### src/design/tpx_pkg.sv
/*
 * package for the timer pin input block: control bit layout, reset values
 * and widths. assumes nothing beyond a single core clock domain.
 */
package tpx_pkg;
    // ------------------------------------------------------------
    // widths
    // ------------------------------------------------------------
    localparam int TPX_COUNT_W  = 16;
    localparam int TPX_SYNC_LEN = 2;

    // ------------------------------------------------------------
    // timer control register layout (8 bits)
    // ------------------------------------------------------------
    localparam int TPX_CTRL_W      = 8;
    localparam int TPX_BIT_EDGE_A  = 0;
    localparam int TPX_BIT_PEND_A  = 1;
    localparam int TPX_BIT_EDGE_B  = 2;
    localparam int TPX_BIT_PEND_B  = 3;
    localparam logic [TPX_CTRL_W-1:0] TPX_CTRL_RESET = 8'h00;
    localparam logic [TPX_COUNT_W-1:0] TPX_COUNT_RESET = 16'h0000;

    // ------------------------------------------------------------
    // per-line pin mode
    // ------------------------------------------------------------
    typedef enum logic [1:0] {
        TPX_DET_LEVEL = 2'b01,
        TPX_DET_EDGE  = 2'b10
    } tpx_det_t;
endpackage

### src/design/tpx_pin_if.sv
/*
 * interface carrying one synchronised pin and its falling-edge strike from
 * the conditioner to the main block. assumes one core clock.
 */
`timescale 1ns/1ps
interface tpx_pin_if;
    logic level;
    logic fall;
    modport src (output level, output fall);
    modport dst (input level, input fall);
endinterface

### src/design/tpx_pin_cond.sv
/*
 * pin conditioner: two-flop synchroniser plus falling-edge detection.
 * assumes the pin is asynchronous to clk and idles high.
 */
`timescale 1ns/1ps
module tpx_pin_cond
    import tpx_pkg::*;
(
    // clock and reset
    input  wire logic clk,
    input  wire logic rst,
    // raw pin
    input  wire logic pinRaw,
    // conditioned pin
    tpx_pin_if.src    out
);
    logic meta_r;
    logic sync_r;
    logic prev_r;

    // ------------------------------------------------------------
    // synchroniser; meta_r feeds sync_r only
    // ------------------------------------------------------------
    always_ff @(posedge clk or posedge rst) begin
        if (rst) begin
            meta_r <= 1'b1;
            sync_r <= 1'b1;
            prev_r <= 1'b1;
        end else begin
            meta_r <= pinRaw;
            sync_r <= meta_r;
            prev_r <= sync_r;
        end
    end

    // one strike per transition, since only settled samples are compared
    assign out.level = sync_r;
    assign out.fall  = prev_r & ~sync_r;
endmodule

### src/design/tpx_timer_pins.sv
/*
 * input side of two 16-bit timers and two external interrupt lines:
 * gate control, pending flags and external count input.
 * assumes pins are asynchronous; mode/run bits come from core logic on clk.
 */
`timescale 1ns/1ps
// How it works
// - with its gate-select set, a timer runs only while its interrupt pin is high.
// - with edge select set, a falling edge on the interrupt pin sets the pending flag.
// - with edge select clear, a low sampled level on the interrupt pin sets the pending flag.
// - a running timer in counter mode steps by one on each falling edge of its count pin.
// - pending flags and edge-select bits live in the timer control register.
module tpx_timer_pins
    import tpx_pkg::*;
#(
    parameter int COUNT_W = TPX_COUNT_W
)
(
    // clock and reset
    input  wire logic                  clk,
    input  wire logic                  rst,
    // pins
    input  wire logic                  ext_irq_pin_a,
    input  wire logic                  ext_irq_pin_b,
    input  wire logic                  timer_a_count_pin,
    input  wire logic                  timer_b_count_pin,
    // timer configuration
    input  wire logic                  timer_a_run,
    input  wire logic                  timer_b_run,
    input  wire logic                  timer_a_gate_sel,
    input  wire logic                  timer_b_gate_sel,
    input  wire logic                  timer_a_counter_mode,
    input  wire logic                  timer_b_counter_mode,
    // control register write and pending acknowledge
    input  wire logic                  ctrlWrEn,
    input  wire logic [TPX_CTRL_W-1:0] ctrlWrData,
    input  wire logic                  ext_irq_ack_a,
    input  wire logic                  ext_irq_ack_b,
    // status
    output logic [TPX_CTRL_W-1:0]      timer_control_reg,
    output logic                       ext_irq_pending_a,
    output logic                       ext_irq_pending_b,
    output logic                       timerARunning,
    output logic                       timerBRunning,
    output logic [COUNT_W-1:0]         timerACount,
    output logic [COUNT_W-1:0]         timerBCount
);
    // counter wider than 32 bits is not served by the step logic
    if (COUNT_W < 1 || COUNT_W > 32) begin : g_bad_width
        $error("COUNT_W out of range");
    end

    // ------------------------------------------------------------
    // pin conditioning
    // ------------------------------------------------------------
    tpx_pin_if irqA ();
    tpx_pin_if irqB ();
    tpx_pin_if cntA ();
    tpx_pin_if cntB ();

    tpx_pin_cond u_irq_a (.clk(clk), .rst(rst), .pinRaw(ext_irq_pin_a),     .out(irqA));
    tpx_pin_cond u_irq_b (.clk(clk), .rst(rst), .pinRaw(ext_irq_pin_b),     .out(irqB));
    tpx_pin_cond u_cnt_a (.clk(clk), .rst(rst), .pinRaw(timer_a_count_pin), .out(cntA));
    tpx_pin_cond u_cnt_b (.clk(clk), .rst(rst), .pinRaw(timer_b_count_pin), .out(cntB));

    // ------------------------------------------------------------
    // helpers
    // ------------------------------------------------------------
    function automatic logic pendNext(input logic cur, input logic edgeSel, input logic lvl,
                                      input logic fall, input logic clr);
        logic hit;
        hit = edgeSel ? fall : ~lvl;
        // a detection in the same cycle as a clear keeps the flag
        pendNext = hit | (cur & ~clr);
    endfunction

    function automatic logic runNext(input logic run, input logic gateSel, input logic lvl);
        runNext = run & (~gateSel | lvl);
    endfunction

    // ------------------------------------------------------------
    // control register
    // ------------------------------------------------------------
    logic edgeSelA_r;
    logic edgeSelB_r;
    logic pendA_r;
    logic pendB_r;
    tpx_det_t detA;
    tpx_det_t detB;

    assign detA = edgeSelA_r ? TPX_DET_EDGE : TPX_DET_LEVEL;
    assign detB = edgeSelB_r ? TPX_DET_EDGE : TPX_DET_LEVEL;

    always_ff @(posedge clk or posedge rst) begin
        if (rst) begin
            edgeSelA_r <= TPX_CTRL_RESET[TPX_BIT_EDGE_A];
            edgeSelB_r <= TPX_CTRL_RESET[TPX_BIT_EDGE_B];
        end else if (ctrlWrEn) begin
            edgeSelA_r <= ctrlWrData[TPX_BIT_EDGE_A];
            edgeSelB_r <= ctrlWrData[TPX_BIT_EDGE_B];
        end
    end

    // pending flags: cleared by writing zero or by acknowledge, set wins
    always_ff @(posedge clk or posedge rst) begin
        if (rst) begin
            pendA_r <= TPX_CTRL_RESET[TPX_BIT_PEND_A];
            pendB_r <= TPX_CTRL_RESET[TPX_BIT_PEND_B];
        end else begin
            pendA_r <= pendNext(pendA_r, detA == TPX_DET_EDGE, irqA.level, irqA.fall,
                                ext_irq_ack_a | (ctrlWrEn & ~ctrlWrData[TPX_BIT_PEND_A]));
            pendB_r <= pendNext(pendB_r, detB == TPX_DET_EDGE, irqB.level, irqB.fall,
                                ext_irq_ack_b | (ctrlWrEn & ~ctrlWrData[TPX_BIT_PEND_B]));
        end
    end

    always_ff @(posedge clk or posedge rst) begin
        if (rst) begin
            timer_control_reg <= TPX_CTRL_RESET;
            ext_irq_pending_a <= 1'b0;
            ext_irq_pending_b <= 1'b0;
        end else begin
            timer_control_reg                 <= TPX_CTRL_RESET;
            timer_control_reg[TPX_BIT_EDGE_A] <= edgeSelA_r;
            timer_control_reg[TPX_BIT_PEND_A] <= pendA_r;
            timer_control_reg[TPX_BIT_EDGE_B] <= edgeSelB_r;
            timer_control_reg[TPX_BIT_PEND_B] <= pendB_r;
            ext_irq_pending_a                 <= pendA_r;
            ext_irq_pending_b                 <= pendB_r;
        end
    end

    // ------------------------------------------------------------
    // gate and counters
    // ------------------------------------------------------------
    logic runA;
    logic runB;
    assign runA = runNext(timer_a_run, timer_a_gate_sel, irqA.level);
    assign runB = runNext(timer_b_run, timer_b_gate_sel, irqB.level);

    always_ff @(posedge clk or posedge rst) begin
        if (rst) begin
            timerARunning <= 1'b0;
            timerBRunning <= 1'b0;
        end else begin
            timerARunning <= runA;
            timerBRunning <= runB;
        end
    end

    // only the counter-mode path lives here; timer mode ticks are elsewhere
    always_ff @(posedge clk or posedge rst) begin
        if (rst) begin
            timerACount <= COUNT_W'(TPX_COUNT_RESET);
            timerBCount <= COUNT_W'(TPX_COUNT_RESET);
        end else begin
            if (runA && timer_a_counter_mode && cntA.fall) begin
                timerACount <= timerACount + 1'b1;
            end
            if (runB && timer_b_counter_mode && cntB.fall) begin
                timerBCount <= timerBCount + 1'b1;
            end
        end
    end
endmodule

### config.mk
export PLATFORM = sky130hd
export DESIGN_NAME = tpx_timer_pins
export DESIGN_NICKNAME = d
export VERILOG_FILES = /design/src/design/tpx_pkg.sv /design/src/design/tpx_pin_if.sv /design/src/design/tpx_pin_cond.sv /design/src/design/tpx_timer_pins.sv
export SDC_FILE = /design/constraint.sdc
export NUM_CORES = 1
export LEC_CHECK = 0
export ABC_CLOCK_PERIOD_IN_PS = 2100
export BUFFER_PORTS_ARGS = -buffer_cell sky130_fd_sc_hd__buf_2
export CORE_MARGIN = 3
export CORE_UTILIZATION = 30
export CTS_CLUSTER_DIAMETER = 80
export DETAILED_ROUTE_END_ITERATION = 12
export RECOVER_POWER = 50
export SLEW_MARGIN = 40
export SYNTH_ARGS = -nofsm -noshare
export SYNTH_HDL_FRONTEND = slang
export SYNTH_SLANG_ARGS = --single-unit
### constraint.sdc
create_clock -name clk -period 2.1 [get_ports clk]
set_input_delay 0.105 -clock clk [delete_from_list [all_inputs] [get_ports clk]]
set_output_delay 0.105 -clock clk [all_outputs]
set_load 0.1 [all_outputs]
-- Word-level counts from Yosys, hierarchy flattened
Cells that the tools add are included.
- add/subtract/negate cells: 2
- eq/ne operators: 2
- mux-type cells: 4
- bitwise operators: 26
- reductions and logical operators: 4
- operators with widths (cell ; count):
    $add A16 B1 Y16 const B ; 2
    $and A1 B1 Y1 ; 10
    $not A1 Y1 ; 10
    $or A1 B1 Y1 ; 6
    $eq A2 B2 Y1 const B ; 2
    $logic_and A1 B1 Y1 ; 4
    $mux W2 ; 2
    $mux W1 ; 2
- bits in registers: 56
- input bits: 23
- output and inout bits: 44
- word-level logic and storage cells: 61

-- Logic depth before layout (Yosys ltp)
Gate-level depths: netlist (run 1).
- word-level depth: 6
- depth in mapped cells: 5
- gate-level depth less buffers: 4

-- Modules after synthesis
From an unflattened synthesis (run 1), not the netlist that was laid out.
- cell total of the unflattened synthesis: 174
- area total of the unflattened synthesis: 2260.9 sq um
- modules (own cells, without submodules) (module ; times used ; cells an instance ; area each (sq um) ; seq. area each (sq um)):
    tpx_timer_pins ; 1 ; 154 ; 1875.5 ; 1051.0
    tpx_pin_cond ; 4 ; 5 ; 96.3 ; 78.8

-- Least setup slack after synthesis (run 1)
OpenSTA, ideal clock, no wires.
- path kind: reg-to-reg
- from: register timerACount[2]
- to: register timerACount[15]
- setup time: 0.161 ns
- arrival time: 1.905 ns
- required time: 1.939 ns
- path slack: 0.034 ns
- stages on the path, launching flop included: 5
- buffers on the path: 0
- clock period less this slack: 2.066 ns
- cells stage by stage: dfrtp_1 > and4b_1 > nand4_4 > nor4_4 > xor2_1
- cells in the longest elaborated chain, start to end: 1
- ends and longest elaborated chain (what ; line ; source):
    start, declared ; tpx_timer_pins.sv:45 ; output logic [COUNT_W-1:0] timerACount,
    start signal, assigned ; tpx_timer_pins.sv:154 ; timerACount <= COUNT_W'(TPX_COUNT_RESET);
    start signal, assigned ; tpx_timer_pins.sv:158 ; timerACount <= timerACount + 1'b1;
    $add A16 B1 Y16 ; tpx_timer_pins.sv:158 ;
No other way between the ends.
A chain may end at the register's enable or synchronous reset.

-- Final worst setup path (run 1)
- from: register u_irq_b.sync_r (netlist: u_irq_b.out.level)
- to: register timerBCount[15]
- cells in the longest elaborated chain, start to end: 4
- ends and longest elaborated chain (what ; line ; source):
    start, declared ; tpx_pin_cond.sv:18 ; logic sync_r;
    start signal, assigned ; tpx_pin_cond.sv:31 ; sync_r <= meta_r;
    $or A1 B1 Y1 ; tpx_timer_pins.sv:78 ; runNext = run & (~gateSel | lvl);
    $and A1 B1 Y1 ; tpx_timer_pins.sv:78 ;
    $logic_and A1 B1 Y1 (2 in a row) ; tpx_timer_pins.sv:160 ; if (runB && timer_b_counter_mode && cntB.fall) begin
    end signal, assigned ; tpx_timer_pins.sv:155 ; timerBCount <= COUNT_W'(TPX_COUNT_RESET);
    end signal, assigned ; tpx_timer_pins.sv:161 ; timerBCount <= timerBCount + 1'b1;
    end, declared ; tpx_timer_pins.sv:46 ; output logic [COUNT_W-1:0] timerBCount
No other way between the ends.

==> results of run 1 <==
-- cell usage after synthesis (all sizes together) --
| cell | count | area (um^2) |
|---|---|---|
| o32ai | 2 | 17.5 |
| dfrtp | 42 | 1050 |
| inv | 8 | 30.0 |
| xor2 | 19 | 166 |
| buf | 7 | 50.0 |
| nor3 | 10 | 50.1 |
| or3 | 1 | 11.3 |
| dfstp | 12 | 315 |
| xnor2 | 11 | 96.3 |
| nand2b | 2 | 12.5 |
| nand4 | 6 | 52.6 |
| nor2b | 5 | 31.3 |
| nor2 | 8 | 30.0 |
| and4b | 2 | 20.0 |
| nor4 | 2 | 33.8 |
| nand3 | 8 | 40.0 |
| nand2 | 11 | 46.3 |
| nor3b | 1 | 7.51 |
| and2b | 1 | 7.51 |
| conb | 1 | 3.75 |
| and3 | 3 | 18.8 |
| mux2 | 4 | 45.0 |
| ha | 2 | 25.0 |
| and2 | 3 | 18.8 |
| and4 | 4 | 35.0 |
-- layout make-up --
class                      instances  area share, %
clock buffer                       7           3.12
sequential                        54           49.3
inverter                           8           1.08
timing repair buffer              66           13.7
clock inverter                     1          0.181
multi-input combinational        109           28.2
tap                               96           4.34
-- cells by family after synthesis --
family          after synthesis  share of synthesized area, %
simple gates                 67                          18.7
xor+xnor                     30                          11.9
other cells                   1                         0.169
buf+inv                      15                          3.61
fa+ha+maj                     2                          1.13
compound gates                2                         0.791
flops                        54                          61.7
mux                           4                          2.03
-- where the power goes --
group,switching [mW],leakage (nW),internal [mW]
registers,0.0755,0.665,1.13
clock network,0.320,0.0482,0.267
logic,0.683,0.708,0.148
-- worst max-delay path by stage --
stage	start	endpoint	slack (ns)	depth (start not counted)
floorplan	timerACount[2]	timerACount[15]	0.03	4
global placement	u_irq_b.out.level	timerBCount[15]	0.53	4
detailed placement	u_irq_b.out.level	timerBCount[15]	0.51	4
CTS	u_irq_b.out.level	timerBCount[15]	0.50	4
global route	u_irq_b.out.level	timerBCount[7]	0.31	4
finish	u_irq_b.out.level	timerBCount[15]	0.52	4
-- through the flow --
| stage | hold WS [ns] | cell area [um^2] | setup slack (ns) |
|---|---|---|---|
| 4_1_cts | 0.0232 | 2770 | 0.502 |
| 6_report | 0.0369 | 2770 | 0.524 |
| 2_1_floorplan | 0.109 | 2230 | 0.0342 |
| 3_5_place_dp | 0.196 | 2610 | 0.513 |
| 3_3_place_gp | 0.192 | 2610 | 0.530 |
| 5_1_grt | 0.0142 | 2770 | 0.307 |
-- metal layers --
layer  GRT usage, %  vias to the layer above
met3           3.61                        6
met5              0                        -
met4           2.97                        0
met2           15.0                       45
met1           14.0                      692
li1               -                      714
-- cells in the final DEF (no fill, tap or decap), types with 2 or more instances in the layout --
cell type      Yosys  final
nand2b_1           2      2
nand4_1            5      5
o32ai_1            2      2
dfstp_1            0      3
and4b_1            2      2
nor3_1            10     10
dfrtp_1           42     42
inv_1              8      8
buf_2              1     58
clkbuf_8           0      6
nand2_1            9      9
nor2_1             8      8
mux2_2             4      4
nor2b_1            5      5
xor2_1            19     19
conb_1             1      4
ha_1               2      2
dfstp_2           12      9
dlygate4sd3_1      0      7
xnor2_1           11     11
nand2_2            2      2
and3_1             3      3
and4_1             4      4
nand3_1            8      8
and2_0             0      2
==> flow_metrics.py, run 1 <==
metrics = {
    "synth": {
        "netlist_area_um2": 2220,
        "yosys_warnings": 0,
        "syn_area_per_cell_um2": 12.7,
        "synthCells": 175,
        "ys_seq_area_share_pct": 61.7,
        "synth-seq-cells": 54,
        "ys_types": 29,
    },
    "die": {
        "die_x_um": 91.9,
        "row_count": 30,
        "core_um2": 6980,
        "fp.dieH_um": 91.9,
        "initial_utilization_pct": 31.7,
        "die_area_um2": 8450,
        "io_pins": 67,
    },
    "drt": {
        "met2_length_um": 1800,
        "via_per_inst": 4.27,
        "first_iter_violations": 42,
        "postRouteAntennaNets": 0,
        "routed-wl-met3_um": 251,
        "met1_length_um": 1950,
        "vias": 1457,
        "routed.top_layer": "met4",
        "drt-wirelength-per-cell_um": 11.9,
        "drc_errors": 0,
        "drt-total-wl_um": 4040,
        "first_pass_iters": 4,
    },
    "worst_setup_path": {
        "rr_endpoint": "timerBCount[15]",
        "start_kind": "flip-flop",
        "crit_buf_inv": 0,
        "cp_slowest_cell": "dfstp_1",
        "slowest_delay_ns": 0.54,
        "crit_fanout": 7,
        "reg2reg_from": "u_irq_b.out.level",
        "required_ns": 2.33,
        "critical_path_class": "flip-flop to flip-flop",
        "ff2ff_path_depth": 4,
        "crit_chain": "nand2b_1, nand4_1, nor3_1, xor2_1",
        "rrSetupSlack_ns": 0.52,
        "arrival_ns": 1.80,
        "critPathTopFamily": "simple AND/OR/NAND/NOR gates",
        "end_kind": "flip-flop",
    },
    "clock_network": {
        "post-cts-setup-buffers": 0,
        "post_cts_resize_count": 0,
        "ctsHoldBuffers": 7,
        "cts.path.max_buffers": 2,
        "clock_latency_ns": 0.30,
        "htree_levels": 2,
        "cts_made_buffers": 5,
        "path_clk_slew_ns": 0.09,
        "cts-root-buf": "clkbuf_8",
        "cts_tree": "yes",
        "clkSinkCount": 54,
    },
    "cells_and_area": {
        "fin_util_pct": 39.7,
        "seq_area_um2": 1370,
        "nNetsFinal": 269,
        "fillers": 690,
        "final_layout_size_suffix_gt1_share_pct": 34.7,
        "final_cells": 341,
        "n_antenna_cell": 0,
        "area_delta_synth_final_pct": 25.0,
        "multi_input_area_um2": 781,
    },
    "sta": {
        "setup_tns_ns": 0,
        "max_slew_margin_pct": 33.2,
        "hold_violations": 0,
        "setup_viol": 0,
        "fmax_mhz": 635,
        "rsz0062_at_grt": "no",
        "drv_slew": 0,
        "period_minus_slack_ns": 1.58,
        "tightest_slew_ns": 1.00,
        "finalClockSkew_ns": 0.00276,
        "fin_crit_sh_pct": 75.0,
    },
    "hold_path": {
        "min_path_cells": 2,
        "min_from": "ctrlWrData[2]",
        "hp-class": "input pin to flip-flop",
        "hold_end": "edgeSelB_r",
    },
    "power_and_ir_drop": {
        "irDropWorstVdd_uv": 374,
        "power.density_nw_per_um2": 949,
        "power_mw": 2.63,
        "leakagePower_nw": 1.42,
    },
    "global_route": {
        "grt_pass1_vias": 1447,
        "grt_max_degree": 31,
        "track_usage_pct": 10.1,
        "grt-ovfl-total": 0,
        "grt_pass1_wl_um": 6910,
        "antenna_found_initial": 0,
    },
    "outcome": {
        "status": "complete, no violations",
    },
    "placement": {
        "post-dp-hpwl_um": 3020,
        "gp_congestion": 0.780,
        "dp_cells": 326,
        "io_buffers": 58,
    },
    "job": {
        "maxCapViolations": 0,
    },
}
Note: power is estimated with default switching activity, not from simulation.
==> run 2: changes to the inputs <==
Settings changed: ABC_AREA set to 1, ABC_CLOCK_PERIOD_IN_PS 2100 to 1600.
Clock period 2.1 ns to 1.6 ns, I/O delays scaled along.
==> flow_metrics.py, run 2 <==
metrics = {
    "sta": {
        "drv_slew": 0,
        "fin_crit_sh_pct": 88.0,
        "tightest_slew_ns": 0.722,
        "max_slew_margin_pct": 51.8,
        "rsz0062_at_grt": "no",
        "period_minus_slack_ns": 1.41,
        "fmax_mhz": 711,
        "hold_violations": 0,
        "finalClockSkew_ns": 0.0132,
        "setup_slack_ns": 0.193,
        "setup_viol": 0,
    },
    "hold_path": {
        "min_path_cells": 3,
        "hp-class": "input pin to flip-flop",
    },
    "power_and_ir_drop": {
        "swShare_pct": 43.6,
        "power.density_nw_per_um2": 1110,
        "p_int_mw": 2.04,
        "pwr-share-seq_pct": 45.6,
        "leakagePower_nw": 1.54,
        "irDropWorstVdd_uv": 1390,
        "netSwitchingPower_mw": 1.58,
        "p_comb_share_pct": 31.6,
        "power_frac_clock_pct": 22.8,
        "power_mw": 3.63,
    },
    "synth": {
        "synthCells": 303,
        "synth-seq-cells": 54,
        "netlist_area_um2": 2580,
        "synth_ff_type": "dfrtp_1",
        "synthArstFlopShare_pct": 100,
        "synthMostInstantiatedCell": "nand2_1",
        "synthTopCellsByCount": "nand2_1, dfrtp_1, inv_1",
        "synth_top_area_cell": "dfrtp_1",
        "synth_edf_count": 0,
        "yosys_warnings": 0,
        "synth_area_leaders": "dfrtp_1, nand2_1, dfstp_2",
        "ys_types": 21,
        "synth_top_cell_area_share_pct": 40.7,
        "ys_seq_area_share_pct": 52.9,
        "syn_area_per_cell_um2": 8.53,
    },
    "cells_and_area": {
        "final_cells": 488,
        "fin_util_pct": 39.5,
        "n_antenna_cell": 0,
        "stdcell_area_um2": 3280,
        "layout_commonest_cell": "nand2_1",
        "final_layout_size_suffix_gt1_share_pct": 34.2,
        "nNetsFinal": 407,
        "fillers": 861,
        "mostFrequentLayoutCells": "nand2_1, buf_2, inv_1, dfrtp_2, nor2_1",
        "area_delta_synth_final_pct": 27.0,
    },
    "clock_network": {
        "cts_tree": "yes",
        "post-cts-setup-buffers": 0,
        "htree_levels": 2,
        "ctsHoldBuffers": 12,
        "clkSinkCount": 54,
        "cts.path.max_buffers": 2,
        "post_cts_resize_count": 0,
        "cts-root-buf": "clkbuf_8",
        "path_clk_slew_ns": 0.11,
        "cts_made_buffers": 5,
        "clock_latency_ns": 0.31,
    },
    "outcome": {
        "status": "complete, no violations",
    },
    "global_route": {
        "grt-ovfl-total": 0,
        "grt_pass1_vias": 2042,
        "antenna_found_initial": 0,
        "grt_pass1_wl_um": 9230,
        "track_usage_pct": 11.5,
        "grt_max_degree": 55,
    },
    "die": {
        "die_area_um2": 9760,
        "die_x_um": 98.8,
        "fp.dieH_um": 98.8,
        "core_um2": 8300,
        "row_count": 33,
        "io_pins": 67,
        "initial_utilization_pct": 31.1,
    },
    "drt": {
        "postRouteAntennaNets": 0,
        "drt-wirelength-per-cell_um": 10.9,
        "via_per_inst": 4.40,
        "vias": 2145,
        "first_pass_iters": 4,
        "drt-total-wl_um": 5340,
        "first_iter_violations": 58,
        "drc_errors": 0,
    },
    "worst_setup_path": {
        "critical_path_class": "flip-flop to flip-flop",
        "crit_chain": "inv_1, nand2_1, nand2_2, nor2_4, buf_4, nand3b_1, xnor2_1",
        "arrival_ns": 1.61,
        "cp_slowest_cell": "dfstp_1",
        "crit_buf_inv": 2,
        "end_kind": "flip-flop",
        "start_kind": "flip-flop",
        "critPathTopFamily": "flip-flops",
        "cp_num_cells": 7,
        "rrSetupSlack_ns": 0.19,
        "crit_fanout": 7,
        "ff2ff_path_depth": 7,
        "slowest_delay_ns": 0.53,
        "required_ns": 1.80,
    },
    "placement": {
        "io_buffers": 58,
        "postPlaceCellArea_um2": 3080,
        "post-dp-hpwl_um": 3960,
        "post-place-ws_ns": 0.181,
        "dp_cells": 468,
        "gp_congestion": 0.851,
    },
    "job": {
        "maxCapViolations": 0,
    },
}
[run 2: changes by cell type in the layout (fill, tap and decap cells not counted), moves of 10 or more]
cell     previous run  this run
dfrtp_1            42        16
nand2_1             9        98
nand3_1             8        19
xor2_1             19         4
nor2_1              8        23
inv_1               8        38
nand4_1             5        16
dfrtp_2             0        26
nor3_1             10         0
[run 2: cell families (layout without fill, tap and decap cells)]
logic type	count (synthesis)	count (layout)	synth area share, %
simple gates	176	176	30.9
flops	54	54	52.9
buf+inv	47	124	8.28
xor+xnor	16	16	5.42
compound gates	7	7	1.36
fa+ha+maj	2	2	0.968
other cells	1	4	0.145
[run 2: through the flow]
stage / setup TNS [ns] / hold WS (ns)
6_report: 0 / 0.0334
5_1_grt: 0 / 0.0420
4_1_cts: 0 / 0.0183
3_5_place_dp: 0 / 0.165
3_3_place_gp: 0 / 0.154
2_1_floorplan: -0.00517 / 0.0845
[run 2: worst min-delay path: stages]
cell and delay, ns:
buf_2 0.08, nand2_1 0.09, inv_1 0.06
[run 2: path summary, 6_finish.rpt]
path	start	end
setup reg to reg	u_irq_b.out.level	timerBCount[4]
max in group asynchronous	rst	timerBCount[6]
setup / recovery	u_irq_b.out.level	timerBCount[4]
hold / removal	timer_a_run	timerARunning
hold reg to reg	u_cnt_b.meta_r	u_cnt_b.out.level
min in group asynchronous	rst	edgeSelB_r
[run 2: power groups by stage]
stage | logic [mW] | clock network [mW] | registers [mW]
final | 1.15 | 0.828 | 1.65
after global routing | 1.21 | 0.929 | 1.67
after CTS | 1.16 | 0.878 | 1.66
after detailed placement | 1.14 | 0 | 1.68
after global placement | 1.13 | 0 | 1.68
after floorplan | 0.319 | 0 | 2.31
[run 2: final cells by class]
class / instances / area (um^2) / share of cell area, %
Sequential cell: 54 / 1400 / 42.6
Multi-Input combinational cell: 205 / 1040 / 31.8
Timing Repair Buffer: 77 / 462 / 14.1
Inverter: 39 / 146 / 4.46
Tap cell: 105 / 131 / 4.00
Clock buffer: 5 / 68.8 / 2.10
Clock inverter: 3 / 28.8 / 0.877
[run 2: per-layer routing]
metal	track usage (%)	routed length [um]
met1	15.1	2500
met2	19.1	2470
met5	0	0
met3	2.48	316
met4	3.47	63
==> run 3: changes to the inputs <==
Settings changed: ABC_AREA 1 to not set, CORE_UTILIZATION 30 to 45, PLACE_DENSITY set to 0.71.
==> flow_metrics.py, run 3 (synthesis gave the netlist of run 1 again) <==
metrics = {
    "outcome": {
        "status": "complete, no violations",
    },
    "clock_network": {
        "cts.path.max_buffers": 2,
        "cts_made_buffers": 5,
        "path_clk_slew_ns": 0.09,
        "cts-root-buf": "clkbuf_8",
        "clock_latency_ns": 0.30,
        "htree_levels": 2,
        "cts_tree": "yes",
        "clkSinkCount": 54,
    },
    "drt": {
        "drt-total-wl_um": 3810,
        "first_pass_iters": 4,
        "via_per_inst": 4.67,
        "drt-wirelength-per-cell_um": 12.2,
        "drc_errors": 0,
        "vias": 1456,
        "first_iter_violations": 31,
        "postRouteAntennaNets": 0,
    },
    "sta": {
        "setup_viol": 0,
        "hold_violations": 0,
        "finalClockSkew_ns": 0.0123,
        "setup_slack_ns": 0.0850,
        "max_slew_margin_pct": 53.9,
        "fin_crit_sh_pct": 94.7,
        "period_minus_slack_ns": 1.52,
        "rsz0062_at_grt": "yes",
        "tightest_slew_ns": 0.692,
        "fmax_mhz": 660,
        "drv_slew": 0,
    },
    "power_and_ir_drop": {
        "leakagePower_nw": 1.39,
        "swShare_pct": 40.3,
        "power.density_nw_per_um2": 1220,
        "pwr-share-seq_pct": 46.7,
        "power_frac_clock_pct": 21.6,
        "p_int_mw": 2.06,
        "netSwitchingPower_mw": 1.39,
        "irDropWorstVdd_uv": 1050,
        "p_comb_share_pct": 31.7,
    },
    "cells_and_area": {
        "final_cells": 312,
        "final_layout_size_suffix_gt1_share_pct": 51.4,
        "area_delta_synth_final_pct": 27.7,
        "nNetsFinal": 271,
        "n_antenna_cell": 0,
        "mostFrequentLayoutCells": "buf_2, dfrtp_2, xor2_1, dfrtp_1",
        "fillers": 380,
        "fin_util_pct": 62.0,
        "layout_commonest_cell": "buf_2",
    },
    "global_route": {
        "grt-ovfl-total": 0,
        "antenna_found_initial": 0,
        "grt_pass1_wl_um": 6610,
        "grt_pass1_vias": 1468,
        "track_usage_pct": 14.2,
        "grt_max_degree": 55,
    },
    "hold_path": {
        "hp-class": "input pin to flip-flop",
    },
    "die": {
        "core_um2": 4560,
        "die_area_um2": 5800,
        "die_x_um": 76.2,
        "fp.dieH_um": 76.2,
        "row_count": 24,
        "initial_utilization_pct": 48.5,
        "io_pins": 67,
    },
    "placement": {
        "post-place-ws_ns": 0.0407,
        "gp_congestion": 0.772,
        "io_buffers": 58,
        "dp_cells": 297,
        "post-dp-hpwl_um": 2820,
    },
    "job": {
        "maxCapViolations": 0,
    },
    "worst_setup_path": {
        "crit_fanout": 9,
        "critical_path_class": "flip-flop to flip-flop",
        "required_ns": 1.82,
        "start_kind": "flip-flop",
        "end_kind": "flip-flop",
        "arrival_ns": 1.74,
    },
}
==> run 3: cell types whose count changed in the layout (fill, tap and decap cells not counted), sizes merged, moves of 5 or more <==
cell,delta
dlygate4sd3,-5
xor2,+15
nand2,-94
inv,-33
nand3,-12
nor2b,+5
nor2,-26
nor3,+10
nand4,-10
o21ai,-7
==> run 3: cell type report <==
cell class	instances	area, um^2	share of cell area [%]
well taps	65	81.3	2.87
repair buffers	68	383	13.5
inverters	8	30.0	1.06
multi-input cells	109	848	30.0
clock buffers	8	90.1	3.18
flip-flops and latches	54	1400	49.4
==> run 3: critical path, cell delays in order (launching register included) <==
cell     delay (ns)
dfstp_2        0.53
and4b_1        0.26
nand4_4        0.19
nor3b_1        0.31
xor2_1         0.17
==> run 3: worst paths after layout <==
path	from	to	slack [ns]	depth (start not counted)
min in group asynchronous	rst	timerACount[6]	0.55	4
hold reg to reg	u_irq_b.meta_r	u_irq_b.out.level	0.36	0
hold / removal	ctrlWrData[0]	edgeSelA_r	0.02	2
setup / recovery	u_cnt_a.prev_r	timerACount[11]	0.08	4
max in group asynchronous	rst	timerBCount[10]	0.56	4
setup reg to reg	u_cnt_a.prev_r	timerACount[11]	0.08	4
==> run 3: per-stage QoR <==
| stage | hold slack (ns) | area [um^2] | power (mW) | setup TNS [ns] |
|---|---|---|---|---|
| floorplan | 0.0845 | 2330 | 2.55 | -1.02 |
| global placement | 0.153 | 2680 | 2.72 | 0 |
| detailed placement | 0.156 | 2680 | 2.73 | 0 |
| CTS | 0.00797 | 2840 | 3.50 | 0 |
| global route | 0.00650 | 2830 | 3.63 | -0.0000655 |
| finish | 0.0204 | 2830 | 3.45 | 0 |
==> run 3: per-layer routing <==
layer | track usage [%] | part of all wire (%) | vias to the layer above
li1 | - | - | 718
met1 | 17.9 | 47 | 695
met2 | 23.3 | 47 | 41
met3 | 4.37 | 4.8 | 2
met4 | 4.89 | 0.76 | 0
met5 | 0 | 0 | -
==> run 3: power by group through the flow <==
stage	registers [mW]	logic, mW	clock network, mW
2_1_floorplan	2.28	0.275	0
3_3_place_gp	1.64	1.08	0
3_5_place_dp	1.64	1.09	0
4_1_cts	1.62	1.11	0.780
5_1_grt	1.64	1.16	0.841
6_report	1.61	1.09	0.745
==> run 3: what timing repair did <==
item                                   in CTS  in global routing
buffers inserted                            0                  0
endpoints found under the hold margin      48                  0
hold buffers                                7                  0
setup endpoints to repair                   0                  3
resized for setup                           0                  1
